### src/inc/usb_bulk_host_pkg.sv
// Constants, register map and types for the bulk IN endpoint host controller
package usb_bulk_host_pkg;

  // ****************************************************************
  // Widths
  // ****************************************************************
  localparam int DATA_W = 32;
  localparam int ADDR_W = 4;
  localparam int CNT_W  = 11;

  // ****************************************************************
  // Device register indices on the device access port
  // ****************************************************************
  localparam logic [3:0] ADDR_TXCSR  = 4'h0; // tx_endpoint_control_status
  localparam logic [3:0] ADDR_MAXP   = 4'h1; // tx_max_payload_limit
  localparam logic [3:0] ADDR_FIFOSZ = 4'h2; // tx_fifo_size_config
  localparam logic [3:0] ADDR_FIFO   = 4'h3; // endpoint FIFO data port

  // ****************************************************************
  // Field positions of tx_endpoint_control_status
  // ****************************************************************
  localparam int B_PKT_READY  = 0;  // tx_packet_ready
  localparam int B_OCCUPIED   = 1;  // tx_fifo_occupied
  localparam int B_DISCARD    = 3;  // fifo_discard
  localparam int B_STALL_REQ  = 4;  // stall_request
  localparam int B_STALL_DONE = 5;  // stall_delivered
  localparam int B_TOG_RESET  = 6;  // toggle_reset
  localparam int B_DMA_SUPP   = 10; // dma_interrupt_suppress
  localparam int B_FORCED_TOG = 11; // forced_toggle
  localparam int B_DMA_REQ    = 12; // dma_request_enable
  localparam int B_DIR_TX     = 13; // FIFO direction select
  localparam int B_PERIODIC   = 14; // periodic-transfer select
  localparam int B_DBL_BUF    = 4;  // double_buffer_enable in fifo size cfg
  localparam int PAYLOAD_W    = 11; // Payload field width of max payload

  // Bulk base pattern: direction set, periodic/DMA/forced toggle clear
  localparam logic [15:0] CSR_BULK_BASE = 16'h2000;
  localparam logic [15:0] STATUS_RESET  = 16'h0000;

  // ****************************************************************
  // Commands and states
  // ****************************************************************
  typedef enum logic [2:0] {
    OP_CONFIG    = 3'h0,
    OP_SEND      = 3'h1,
    OP_FLUSH     = 3'h2,
    OP_STALL_ON  = 3'h3,
    OP_STALL_OFF = 3'h4
  } op_e;

  typedef enum logic [3:0] {
    S_IDLE     = 4'h0,
    S_BUS      = 4'h1,
    S_CFG_FSZ  = 4'h2,
    S_CFG_CSR  = 4'h3,
    S_FLUSH2   = 4'h4,
    S_LOAD     = 4'h5,
    S_ARM      = 4'h6,
    S_WAIT_INT = 4'h7,
    S_CHECK    = 4'h8,
    S_END      = 4'h9
  } state_e;

  // Request toward the device access port
  typedef struct packed {
    logic [3:0]  addr;
    logic [31:0] wdata;
    logic        wr;
    logic        rd;
  } dev_req_s;

  // User command
  typedef struct packed {
    op_e         op;
    logic [15:0] arg;
  } cmd_s;

endpackage

### src/design/usb_bulk_in_host.sv
// Host-side controller driving a peripheral bulk IN endpoint through its registers
`timescale 1ns/10ps
module usb_bulk_in_host
  import usb_bulk_host_pkg::*;
#(
  parameter int BUF_DEPTH = 2
) (
  // Clock and reset
  input  wire logic                                 MCLK,
  input  wire logic                                 SYS_RST,
  // User command port
  input  wire logic                                 CMD_VALID,
  output logic                                      CMD_READY,
  input  wire usb_bulk_host_pkg::cmd_s              CMD,
  output logic                                      DONE,
  output logic                                      STALL_SEEN,
  output logic [15:0]                               STATUS,
  // Packet words from the user
  input  wire logic                                 DIN_VALID,
  output logic                                      DIN_READY,
  input  wire logic [usb_bulk_host_pkg::DATA_W-1:0] DIN_DATA,
  // Device register access port
  output usb_bulk_host_pkg::dev_req_s               DEV_REQ,
  input  wire logic                                 DEV_ACK,
  input  wire logic [usb_bulk_host_pkg::DATA_W-1:0] DEV_RDATA,
  input  wire logic                                 DEV_INT
);

  import usb_bulk_host_pkg::*;

  // ****************************************************************
  // State
  // ****************************************************************
  typedef struct packed {
    state_e           st;
    state_e           ret;
    dev_req_s         req;
    logic [CNT_W-1:0] cnt;
    logic             stall_on;
    logic             dbl;
    logic             done;
    logic             stall_seen;
    logic [15:0]      status;
  } ctl_s;

  ctl_s              s_r;
  ctl_s              s_nxt;
  logic              buf_valid;
  logic              buf_pop;
  logic [DATA_W-1:0] buf_data;
  logic [15:0]       csr_keep;

  // ****************************************************************
  // Word buffer
  // ****************************************************************
  usb_pkt_buffer #(
    .WIDTH (DATA_W),
    .DEPTH (BUF_DEPTH)
  ) u_buf (
    .clk       (MCLK),
    .rst       (SYS_RST),
    .in_valid  (DIN_VALID),
    .in_ready  (DIN_READY),
    .in_data   (DIN_DATA),
    .out_valid (buf_valid),
    .out_ready (buf_pop),
    .out_data  (buf_data)
  );

  // Bulk pattern plus the stall request that must persist across writes
  assign csr_keep  = CSR_BULK_BASE | (16'(s_r.stall_on) << B_STALL_REQ);
  assign CMD_READY = (s_r.st == S_IDLE);
  assign buf_pop   = (s_r.st == S_LOAD) && (s_r.cnt != '0) && buf_valid;
  assign DEV_REQ   = s_r.req;
  assign DONE      = s_r.done;
  assign STALL_SEEN = s_r.stall_seen;
  assign STATUS    = s_r.status;

  // ****************************************************************
  // Sequencer
  // ****************************************************************
  // Each register access is issued here and completed in S_BUS
  always_comb
  begin
    s_nxt = s_r;
    s_nxt.done = 1'b0;
    s_nxt.stall_seen = 1'b0;
    case (s_r.st)
      S_IDLE:
      begin
        if (CMD_VALID)
        begin
          s_nxt.st = S_BUS;
          s_nxt.req.wr = 1'b1;
          s_nxt.req.addr = ADDR_TXCSR;
          case (CMD.op)
            OP_CONFIG:
            begin
              // Payload limit uses the low 11 bits only
              s_nxt.req.addr = ADDR_MAXP;
              s_nxt.req.wdata = {21'h0, CMD.arg[PAYLOAD_W-1:0]};
              s_nxt.dbl = CMD.arg[15];
              s_nxt.ret = S_CFG_FSZ;
            end
            OP_SEND:
            begin
              // Words go first; zero words leads straight to packet ready
              s_nxt.req.wr = 1'b0;
              s_nxt.st = S_LOAD;
              s_nxt.cnt = CMD.arg[CNT_W-1:0];
            end
            OP_FLUSH:
            begin
              s_nxt.req.wdata = {16'h0, csr_keep | (16'h1 << B_DISCARD)};
              s_nxt.ret = s_r.dbl ? S_FLUSH2 : S_END;
            end
            OP_STALL_ON:
            begin
              s_nxt.stall_on = 1'b1;
              s_nxt.req.wdata = {16'h0, CSR_BULK_BASE |
                                 (16'h1 << B_STALL_REQ)};
              s_nxt.ret = S_END;
            end
            OP_STALL_OFF:
            begin
              // Re-enabling the pipe restarts the toggle sequence
              s_nxt.stall_on = 1'b0;
              s_nxt.req.wdata = {16'h0, CSR_BULK_BASE |
                                 (16'h1 << B_TOG_RESET)};
              s_nxt.ret = S_END;
            end
            default:
            begin
              s_nxt.req.wr = 1'b0;
              s_nxt.st = S_END;
            end
          endcase
        end
      end
      S_BUS:
      begin
        // Request held until the device acknowledges it
        if (DEV_ACK)
        begin
          s_nxt.req.wr = 1'b0;
          s_nxt.req.rd = 1'b0;
          s_nxt.st = s_r.ret;
          if (s_r.req.rd)
            s_nxt.status = DEV_RDATA[15:0];
        end
      end
      S_CFG_FSZ:
      begin
        s_nxt.st = S_BUS;
        s_nxt.req.wr = 1'b1;
        s_nxt.req.addr = ADDR_FIFOSZ;
        s_nxt.req.wdata = 32'(s_r.dbl) << B_DBL_BUF;
        s_nxt.ret = S_CFG_CSR;
      end
      S_CFG_CSR:
      begin
        // Every configuration: bulk pattern, toggle reset and discard
        s_nxt.st = S_BUS;
        s_nxt.req.wr = 1'b1;
        s_nxt.req.addr = ADDR_TXCSR;
        s_nxt.req.wdata = {16'h0, csr_keep | (16'h1 << B_TOG_RESET) |
                           (16'h1 << B_DISCARD)};
        s_nxt.ret = s_r.dbl ? S_FLUSH2 : S_END;
      end
      S_FLUSH2:
      begin
        // Two packets may sit in a double-buffered FIFO
        s_nxt.st = S_BUS;
        s_nxt.req.wr = 1'b1;
        s_nxt.req.addr = ADDR_TXCSR;
        s_nxt.req.wdata = {16'h0, csr_keep | (16'h1 << B_DISCARD)};
        s_nxt.ret = S_END;
      end
      S_LOAD:
      begin
        if (s_r.cnt == '0)
          s_nxt.st = S_ARM;
        else if (buf_valid)
        begin
          s_nxt.st = S_BUS;
          s_nxt.req.wr = 1'b1;
          s_nxt.req.addr = ADDR_FIFO;
          s_nxt.req.wdata = buf_data;
          s_nxt.cnt = s_r.cnt - 1'b1;
          s_nxt.ret = S_LOAD;
        end
      end
      S_ARM:
      begin
        s_nxt.st = S_BUS;
        s_nxt.req.wr = 1'b1;
        s_nxt.req.addr = ADDR_TXCSR;
        s_nxt.req.wdata = {16'h0, csr_keep | (16'h1 << B_PKT_READY)};
        s_nxt.ret = S_WAIT_INT;
      end
      S_WAIT_INT:
      begin
        // Interrupt means packet ready cleared or a stall went out
        if (DEV_INT)
        begin
          s_nxt.st = S_BUS;
          s_nxt.req.rd = 1'b1;
          s_nxt.req.addr = ADDR_TXCSR;
          s_nxt.ret = S_CHECK;
        end
      end
      S_CHECK:
      begin
        if (s_r.status[B_STALL_DONE])
        begin
          // Clear the flag but keep the stall request standing
          s_nxt.stall_seen = 1'b1;
          s_nxt.st = S_BUS;
          s_nxt.req.wr = 1'b1;
          s_nxt.req.addr = ADDR_TXCSR;
          s_nxt.req.wdata = {16'h0, csr_keep};
          s_nxt.ret = S_END;
        end
        else if (!s_r.status[B_PKT_READY])
          s_nxt.st = S_END;
        else
          s_nxt.st = S_WAIT_INT;
      end
      S_END:
      begin
        s_nxt.done = 1'b1;
        s_nxt.st = S_IDLE;
      end
      default:
        s_nxt.st = S_IDLE;
    endcase
  end

  // State register
  always_ff @(posedge MCLK or posedge SYS_RST)
  begin
    if (SYS_RST)
    begin
      s_r <= '0;
      s_r.st <= S_IDLE;
      s_r.ret <= S_IDLE;
      s_r.status <= STATUS_RESET;
    end
    else
      s_r <= s_nxt;
  end

  // ****************************************************************
  // Checks
  // ****************************************************************
  logic csr_wr;
  assign csr_wr = DEV_REQ.wr && (DEV_REQ.addr == ADDR_TXCSR);

  a_csr_bulk_mode: assert property (@(posedge MCLK) disable iff (SYS_RST)
    csr_wr |-> !DEV_REQ.wdata[B_PERIODIC])
    else $error("periodic select set on control write");
  a_csr_dir_tx: assert property (@(posedge MCLK) disable iff (SYS_RST)
    csr_wr |-> DEV_REQ.wdata[B_DIR_TX])
    else $error("FIFO direction not transmit");
  a_csr_no_dma: assert property (@(posedge MCLK) disable iff (SYS_RST)
    csr_wr |-> !DEV_REQ.wdata[B_DMA_REQ] && !DEV_REQ.wdata[B_DMA_SUPP])
    else $error("DMA bits set by host controller");
  a_csr_no_force: assert property (@(posedge MCLK) disable iff (SYS_RST)
    csr_wr |-> !DEV_REQ.wdata[B_FORCED_TOG])
    else $error("forced toggle set");
  a_maxp_width: assert property (@(posedge MCLK) disable iff (SYS_RST)
    DEV_REQ.wr && DEV_REQ.addr == ADDR_MAXP |->
      DEV_REQ.wdata[31:PAYLOAD_W] == '0)
    else $error("payload limit wider than 11 bits");
  a_arm_after_load: assert property (@(posedge MCLK) disable iff (SYS_RST)
    csr_wr && DEV_REQ.wdata[B_PKT_READY] |-> s_r.cnt == '0)
    else $error("packet ready before all words loaded");
  a_stall_kept: assert property (@(posedge MCLK) disable iff (SYS_RST)
    csr_wr && s_r.stall_on |-> DEV_REQ.wdata[B_STALL_REQ])
    else $error("stall request dropped while stalled");
  // Take edge, then load and arm states, then the write is on the port
  a_zlp_arm: assert property (@(posedge MCLK) disable iff (SYS_RST)
    CMD_READY && CMD_VALID && CMD.op == OP_SEND && CMD.arg[CNT_W-1:0] == '0
      |-> ##3 csr_wr && DEV_REQ.wdata[B_PKT_READY])
    else $error("zero-length send did not arm at once");
  a_unstall_toggle: assert property (@(posedge MCLK) disable iff (SYS_RST)
    CMD_READY && CMD_VALID && CMD.op == OP_STALL_OFF
      |=> csr_wr && DEV_REQ.wdata[B_TOG_RESET] && !DEV_REQ.wdata[B_STALL_REQ])
    else $error("re-enable without toggle reset");
  a_flush_twice: assert property (@(posedge MCLK) disable iff (SYS_RST)
    s_r.st == S_FLUSH2 |=> csr_wr && DEV_REQ.wdata[B_DISCARD])
    else $error("second discard missing");

endmodule // usb_bulk_in_host

### src/design/usb_pkt_buffer.sv
// DEPTH-entry buffer (two by default) with valid/ready on both sides for outgoing words
`timescale 1ns/10ps
module usb_pkt_buffer #(
  parameter int WIDTH = 32,
  parameter int DEPTH = 2
) (
  // Clock and reset
  input  wire logic             clk,
  input  wire logic             rst,
  // Filling side
  input  wire logic             in_valid,
  output logic                  in_ready,
  input  wire logic [WIDTH-1:0] in_data,
  // Draining side
  output logic                  out_valid,
  input  wire logic             out_ready,
  output logic      [WIDTH-1:0] out_data
);

  localparam int PW = (DEPTH > 1) ? $clog2(DEPTH) : 1;

  typedef struct packed {
    logic [DEPTH-1:0][WIDTH-1:0] mem;
    logic [PW-1:0]               wp;
    logic [PW-1:0]               rp;
    logic [PW:0]                 cnt;
  } buf_s;

  buf_s r_r;
  buf_s r_nxt;
  logic push;
  logic pop;

  // Full and empty follow the stored count, so the source really stalls
  assign in_ready  = (r_r.cnt != (PW+1)'(DEPTH));
  assign out_valid = (r_r.cnt != '0);
  assign out_data  = r_r.mem[r_r.rp];
  assign push      = in_valid & in_ready;
  assign pop       = out_valid & out_ready;

  // Pointer and count update
  always_comb
  begin
    r_nxt = r_r;
    if (push)
    begin
      r_nxt.mem[r_r.wp] = in_data;
      r_nxt.wp = (r_r.wp == PW'(DEPTH-1)) ? '0 : r_r.wp + 1'b1;
    end
    if (pop)
      r_nxt.rp = (r_r.rp == PW'(DEPTH-1)) ? '0 : r_r.rp + 1'b1;
    r_nxt.cnt = r_r.cnt + (PW+1)'(push) - (PW+1)'(pop);
  end

  // State register
  always_ff @(posedge clk or posedge rst)
  begin
    if (rst)
      r_r <= '0;
    else
      r_r <= r_nxt;
  end

endmodule // usb_pkt_buffer

### config.mk
export PLATFORM = sky130hd
export DESIGN_NAME = usb_bulk_in_host
export DESIGN_NICKNAME = d
export VERILOG_FILES = /design/src/inc/usb_bulk_host_pkg.sv /design/src/design/usb_bulk_in_host.sv /design/src/design/usb_pkt_buffer.sv
export SDC_FILE = /design/constraint.sdc
export NUM_CORES = 1
export LEC_CHECK = 0
export ABC_CLOCK_PERIOD_IN_PS = 9300
export BUFFER_PORTS_ARGS = -buffer_cell sky130_fd_sc_hd__buf_4
export CAP_MARGIN = 20
export CORE_MARGIN = 2
export CORE_UTILIZATION = 45
export DETAILED_ROUTE_END_ITERATION = 10
export PLACE_DENSITY = 0.67
export REMOVE_ABC_BUFFERS = 1
export SLEW_MARGIN = 25
export SYNTH_ARGS = -nofsm -noshare
export SYNTH_HDL_FRONTEND = slang
export SYNTH_SLANG_ARGS = --single-unit
### constraint.sdc
create_clock -name MCLK -period 9.3 [get_ports MCLK]
set_input_delay 0.93 -clock MCLK [delete_from_list [all_inputs] [get_ports MCLK]]
set_output_delay 0.93 -clock MCLK [all_outputs]
set_load 0.01 [all_outputs]
### Word level (Yosys, flattened, before mapping)

Cells that the tools add are included.

* register bits: 145
* latch bits: 0
* memory bits (writable): 0
* memory bits (read-only): 0
* word-level logic and storage cells: 117
* memories kept: 0

* add/sub/neg operators: 5
* $mul: 0
* divide/modulo/power cells: 0
* magnitude comparators: 3
* equality and inequality tests: 24
* shifts and indexed selects: 0
* mux-type cells: 39
* bitwise logic cells: 2
* reduce and logical (&&, ||, !) cells: 27

Operators with widths (count)
* $pmux W32 S7: 1
* $pmux W32 S4: 1
* $mux W32: 3
* $mux W45: 2
* $mux W41: 2
* $bwmux W64: 1
* $pmux W8 S8: 1
* $mux W11: 3
* $demux W32 S1: 1
* $pmux W4 S6: 1
* $pmux W11 S2: 1
* $mux W4: 5
* $reduce_and A6 Y1: 3
* $eq A4 B3 Y1 const B: 4
* $ne A2 B2 Y1 const B: 7
* $mux W13: 1
* $mux W12: 1
* $pmux W4 S3: 1
* $reduce_and A3 Y1: 4
* $logic_not A11 Y1: 1
* $reduce_bool A11 Y1: 1
* $sub A11 B1 Y11 const B: 1
* $mux W1: 9
* $eq A4 B2 Y1 const B: 2
* other kinds (31): 43

### Depth between registers and ports, before layout

* depth after elaboration: 5
* mapped depth: 11
* gate-level depth less buffers: 11

### Hierarchy

From an unflattened synthesis, not the netlist that was laid out.

* cell total of the unflattened synthesis: 677
* area total of the unflattened synthesis: 7632.3 µm²

By module, submodules not included
* usb_bulk_in_host: times used 1, cells an instance 482, area an instance 4626.9 µm², seq. area each 1876.8 µm²
* usb_pkt_buffer: times used 1, cells an instance 195, area an instance 3005.4 µm², seq. area each 1701.6 µm²

### Worst setup path after synthesis

OpenSTA, ideal clock, no wires.

* path kind: reg2reg
* start point: register s_r[20] in the netlist's numbering
* end point: register u_buf.r_r[1] in the netlist's numbering
* library setup time: 0.126 ns
* arrival: 2.422 ns
* required time: 9.174 ns
* slack: 6.752 ns
* cell stages (with the launch flop): 12
* path buffers: 0
* clock period less this slack: 2.548 ns
* path through: dfrtp_1 -> inv_1 -> ha_1 -> or3b_1 -> o41ai_1 -> or2_2 -> inv_1 -> ha_1 -> inv_1 -> ha_1 -> xnor2_1 -> xnor2_1

RTL lines
* from (decl): RTL line usb_bulk_in_host.sv:46 `ctl_s s_r;`
* from (signal assigned): RTL line usb_bulk_in_host.sv:250 `s_r <= s_nxt;`
* to (signal assigned): RTL line usb_pkt_buffer.sv:61 `r_r <= r_nxt;`
* to (decl): RTL line usb_pkt_buffer.sv:29 `buf_s r_r;`

==> flow_results.org <==
** Route
- Detailed routing placed a total of 8733 µm of wire on met2.
- DRC viols :: 0
- Overall via count from detail_route :: 5,280
- Uppermost layer routed :: met4
- TritonRoute pass-1 iters :: 7
- Total length of routed met3 wires :: 1093 µm
- In the final routed layout, each cell accounts on average for 18.55 µm.
- For this block, wires on met1 add up to 7344 µm.
- The first routing iteration left 358 violations.
- Vias/cell :: 5.605
- Overall routed net length :: 17,470 µm
- Final antenna-violating net count :: 0

** Worst setup path
- Launch instance of the worst register-to-register path :: s_r[20]
- Setup slack on the worst flop-to-flop path :: 6120 ps
- STA puts the critical path data arrival time at 3520 ps.
- End of the worst register-to-register path :: u_buf.r_r[1]
- Along the worst path, the maximum fanout reaches 6.
- Measured in cells, the most critical reg-to-reg path has a length of 11.
- STA classifies the critical path startpoint as a register.
- For the worst setup path, the data required time is 9640 ps.
- The worst setup path is of the reg2reg kind.
- The worst setup path is captured at a register.

** CTS
- TritonCTS built the clock tree.
- Total number of H-tree levels :: 4
- Total CTS buffers :: 17
- Counting along the longest clock path gives a buffer depth of 2.
- Buffer count from post-CTS setup fixing :: 0
- Clock latency on the worst-skew pair, taken at its later pin, is 420 ps.
- Cts repair resizes :: 0
- Clock tree synthesis selected as its root buffer the cell clkbuf_16.
- Hold repair after CTS inserted 0 buffers.
- After clock tree synthesis, the clock-pin slew on the worst setup and hold paths is 60 ps.
- The tree built by TritonCTS fans out to 143 sinks.

** Yosys
- Ys Warns :: 0
- In this run the mean area of a mapped cell was 11.56 µm².
- The synthesized netlist devotes 0.4978% of its cell area to adder and majority cells.
- The synthesized design contains 143 register bits.
- Summing the areas of all compound-gate instances in the mapped netlist gives 9.525% of the synthesized area.
- Largest family of logic cells by synthesized area :: multiplexers
- In this run the cell area of the synthesized design comes to 7540 µm².
- Area fraction of the dominant cell type after synthesis :: 47.46%
- Post-synthesis share of cell area spent on and, or, nand and nor gates :: 9.957%
- Yosys mapped the design onto 70 distinct sky130hd cell types.
- Synth Area in XOR/XNOR :: 0.4647%
- Post-synth EDFFs :: 0
- FFs w/ async S/R, synth :: 100.0%
- Top post-synthesis cells by area :: dfrtp_1 (47%), mux2_2 (13%), mux2_4 (5.8%), buf_4 (5.4%), mux2i_1 (4.1%)
- After synthesis, flip-flops and latches occupy 47.46% of the total area.
- Of all cell types, the one taking the most synthesized area is dfrtp_1.
- Flip-flop cell with the highest count after synthesis :: dfrtp_1
- In the synthesized netlist, mux cells make up 23.63% of the area.
- Synthesis produced a netlist whose cell count is 652.

** Placed design
- Gpl congestion :: 0.8969
- Setup slack after placement :: 6161 ps
- Once detailed placement completed, the half-perimeter wirelength came to 11,480 µm.
- Count of input and output buffers :: 124
- Post-place instance area :: 8277 µm²
- Placed cell count :: 910

** Run
- The tool flagged a number of max-cap violations equal to 0.

** Global route
- The first global-routing pass estimated 28,810 µm of wire.
- The number of antenna violations at the first check in global routing came to 0.
- Largest net degree at the start of global routing :: 79
- After global routing the overflow that remains totals 0.
- Via count of the first global-routing pass :: 5,419
- Global routing used 20.52% of the available tracks.

** Min path
- The tightest min-delay check is of the reg2reg type.
- Counting instances, the worst hold path has a depth of 1.
- Min-Delay Startpoint :: DEV_REQ[33]
- End point of the worst hold path :: DEV_REQ[33]

** STA
- Max-slew violation count :: 0
- The final hold violation count is 0.
- Highest Clock Rate :: 314.1 MHz
- Setup repair after global routing left no endpoint under its margin.
- Setup slack closes at 6116 ps.
- For the final routed database, the setup TNS stands at 0 ps.
- Crit path time final :: 3184 ps
- The worst pin sits at a relative slew slack of 34.65%.
- The worst path uses 34.24% of the clock period.
- Final worst clock skew :: 7.011 ps
- At the pin with the least slew margin, the transition time is 978.1 ps.
- Final setup fails :: 0

** Pwr
- Ratio of total power to cell area :: 341.6 nW/µm²
- Relative contribution of sequential cells to total power :: 36.6%
- Static leakage :: 4.076 nW
- Peak ir drop on the vdd network :: 0.1923 mV
- In this run switching power makes up 34.60% of total power.
- Fraction of power consumed by combinational cells :: 40.7%
- The analysis attributes to net switching a power of 1.049 mW.
- Internal Dissipation :: 1.982 mW
- Part of the total power dissipated in the clock network :: 22.7%

** Floorplanning
- Die X :: 133.4 µm
- Area of the die :: 17,810 µm²
- CORE AREA :: 16,470 µm²
- During I/O placement, the number of pins put on the boundary was 147.
- After floorplanning, the core was divided into 47 placement rows.
- Die boundary height :: 133.4 µm
- Initial Utilization :: 45.79%

** Final layout
- From synthesis to final layout, the design area changed by 17.69%.
- Post-layout instance count excluding filler cells :: 942
- At the end of the flow the core is filled with cells to 53.89%.
- Filler cells :: 1,482
- Final nets :: 801
- Antenna cells :: 0
- Cells with a size suffix above 1 make up 40.72% of the layout.
- Summing all non-filler instances in the final layout gives an area of 8874 µm².

** Status
- Result of the run :: completed
layout by cell type (no fill, tap or decap), types with 5 or more instances in the layout:
master and instances:
dfrtp_1 142, buf_4 130, mux2_2 88, nor2_1 48, mux2i_1 31, mux2_4 29, o21ai_0 26, a21oi_1 24
clkbuf_16 17, nand2_1 16, inv_1 11, nand2b_1 10, nor3_1 9, nand3_1 9, a31oi_1 8, o2bb2ai_1 8
nor3b_1 5
synth_stat cells, types with 4 or more instances:
library cell and count:
dfrtp_1 143, mux2_2 88, buf_4 54, nor2_1 49
mux2i_1 31, mux2_4 29, o21ai_0 26, clkbuf_1 25
a21oi_1 24, nand2_1 17, inv_1 12, buf_1 10
nand2b_1 10, nand3_1 9, nor3_1 9, a31oi_1 8
o2bb2ai_1 8, nor3b_1 5, a41oi_1 4, mux2_1 4
nor2b_1 4, nor4_1 4, o22ai_1 4, or2_2 4
xnor2_1 4
per-layer routing:
layer / track usage, % / up-vias
li1: - / 2410
met4: 6.856 / 0
met5: 0 / -
met2: 33.53 / 198
met3: 5.479 / 28
met1: 26.62 / 2644
worst max-delay path, stage by stage, from the launching register on:
cell and delay, ps:
dfrtp_1 430, inv_1 80, ha_1 200, or3b_1 440, o41ai_1 770, or2_2 280
inv_1 80, ha_1 280, inv_1 40, ha_1 180, xnor2_1 180, xnor2_1 130
flip-flops by register name (all words and copies together), names as in the netlist:
register    count
STALL_SEEN      1
STATUS         16
DEV_REQ        36
s_r            20
csr_keep        1
u_buf.r_r      68
DONE            1
layout make-up:
class / count / area (µm²) / share of cell area (%)
clock buffers: 22 / 454.2 / 5.118
clock inverters: 10 / 136.4 / 1.537
inverters: 13 / 53.80 / 0.6063
multi-input cells: 402 / 3357 / 37.83
flip-flops and latches: 143 / 3582 / 40.37
well taps: 220 / 275.3 / 3.102
repair buffers: 132 / 1015 / 11.44
how the worst max path moves through the flow:
stage	startpoint	end	depth (start not counted)	slack, ps
finish	s_r[20]	u_buf.r_r[1]	11	6120
global route	s_r[73]	DEV_REQ[33]	5	5940
CTS	s_r[73]	DEV_REQ[32]	5	6150
detailed placement	s_r[73]	DEV_REQ[32]	5	6160
global placement	s_r[73]	DEV_REQ[32]	5	6190
floorplan	SYS_RST	DEV_REQ[0]	1	4530
power groups by stage:
| stage | Sequential, mW | Combinational [mW] | Clock, mW |
|---|---|---|---|
| floorplan | 1.11 | 0.812 | 0 |
| global placement | 1.09 | 1.19 | 0 |
| detailed placement | 1.11 | 1.24 | 0 |
| CTS | 1.11 | 1.25 | 0.704 |
| global route | 1.14 | 1.34 | 0.736 |
| finish | 1.11 | 1.23 | 0.689 |
cells by family (layout without fill, tap and decap cells):
group           count (synthesis)  after routing
fa+ha+maj                       3              3
compound gates                107            107
buf+inv                       108            177
simple gates                  134            134
other cells                     1              2
mux                           152            152
flops                         143            143
xor+xnor                        4              4
through the flow:
| stage | power [mW] | hold WS, ps |
|---|---|---|
| 2_1_floorplan | 1.923 | 461.0 |
| 3_3_place_gp | 2.284 | 474.5 |
| 3_5_place_dp | 2.351 | 483.1 |
| 4_1_cts | 3.056 | 507.3 |
| 5_1_grt | 3.220 | 513.9 |
| 6_report | 3.031 | 503.0 |
Note: power is estimated with default switching activity, not from simulation.
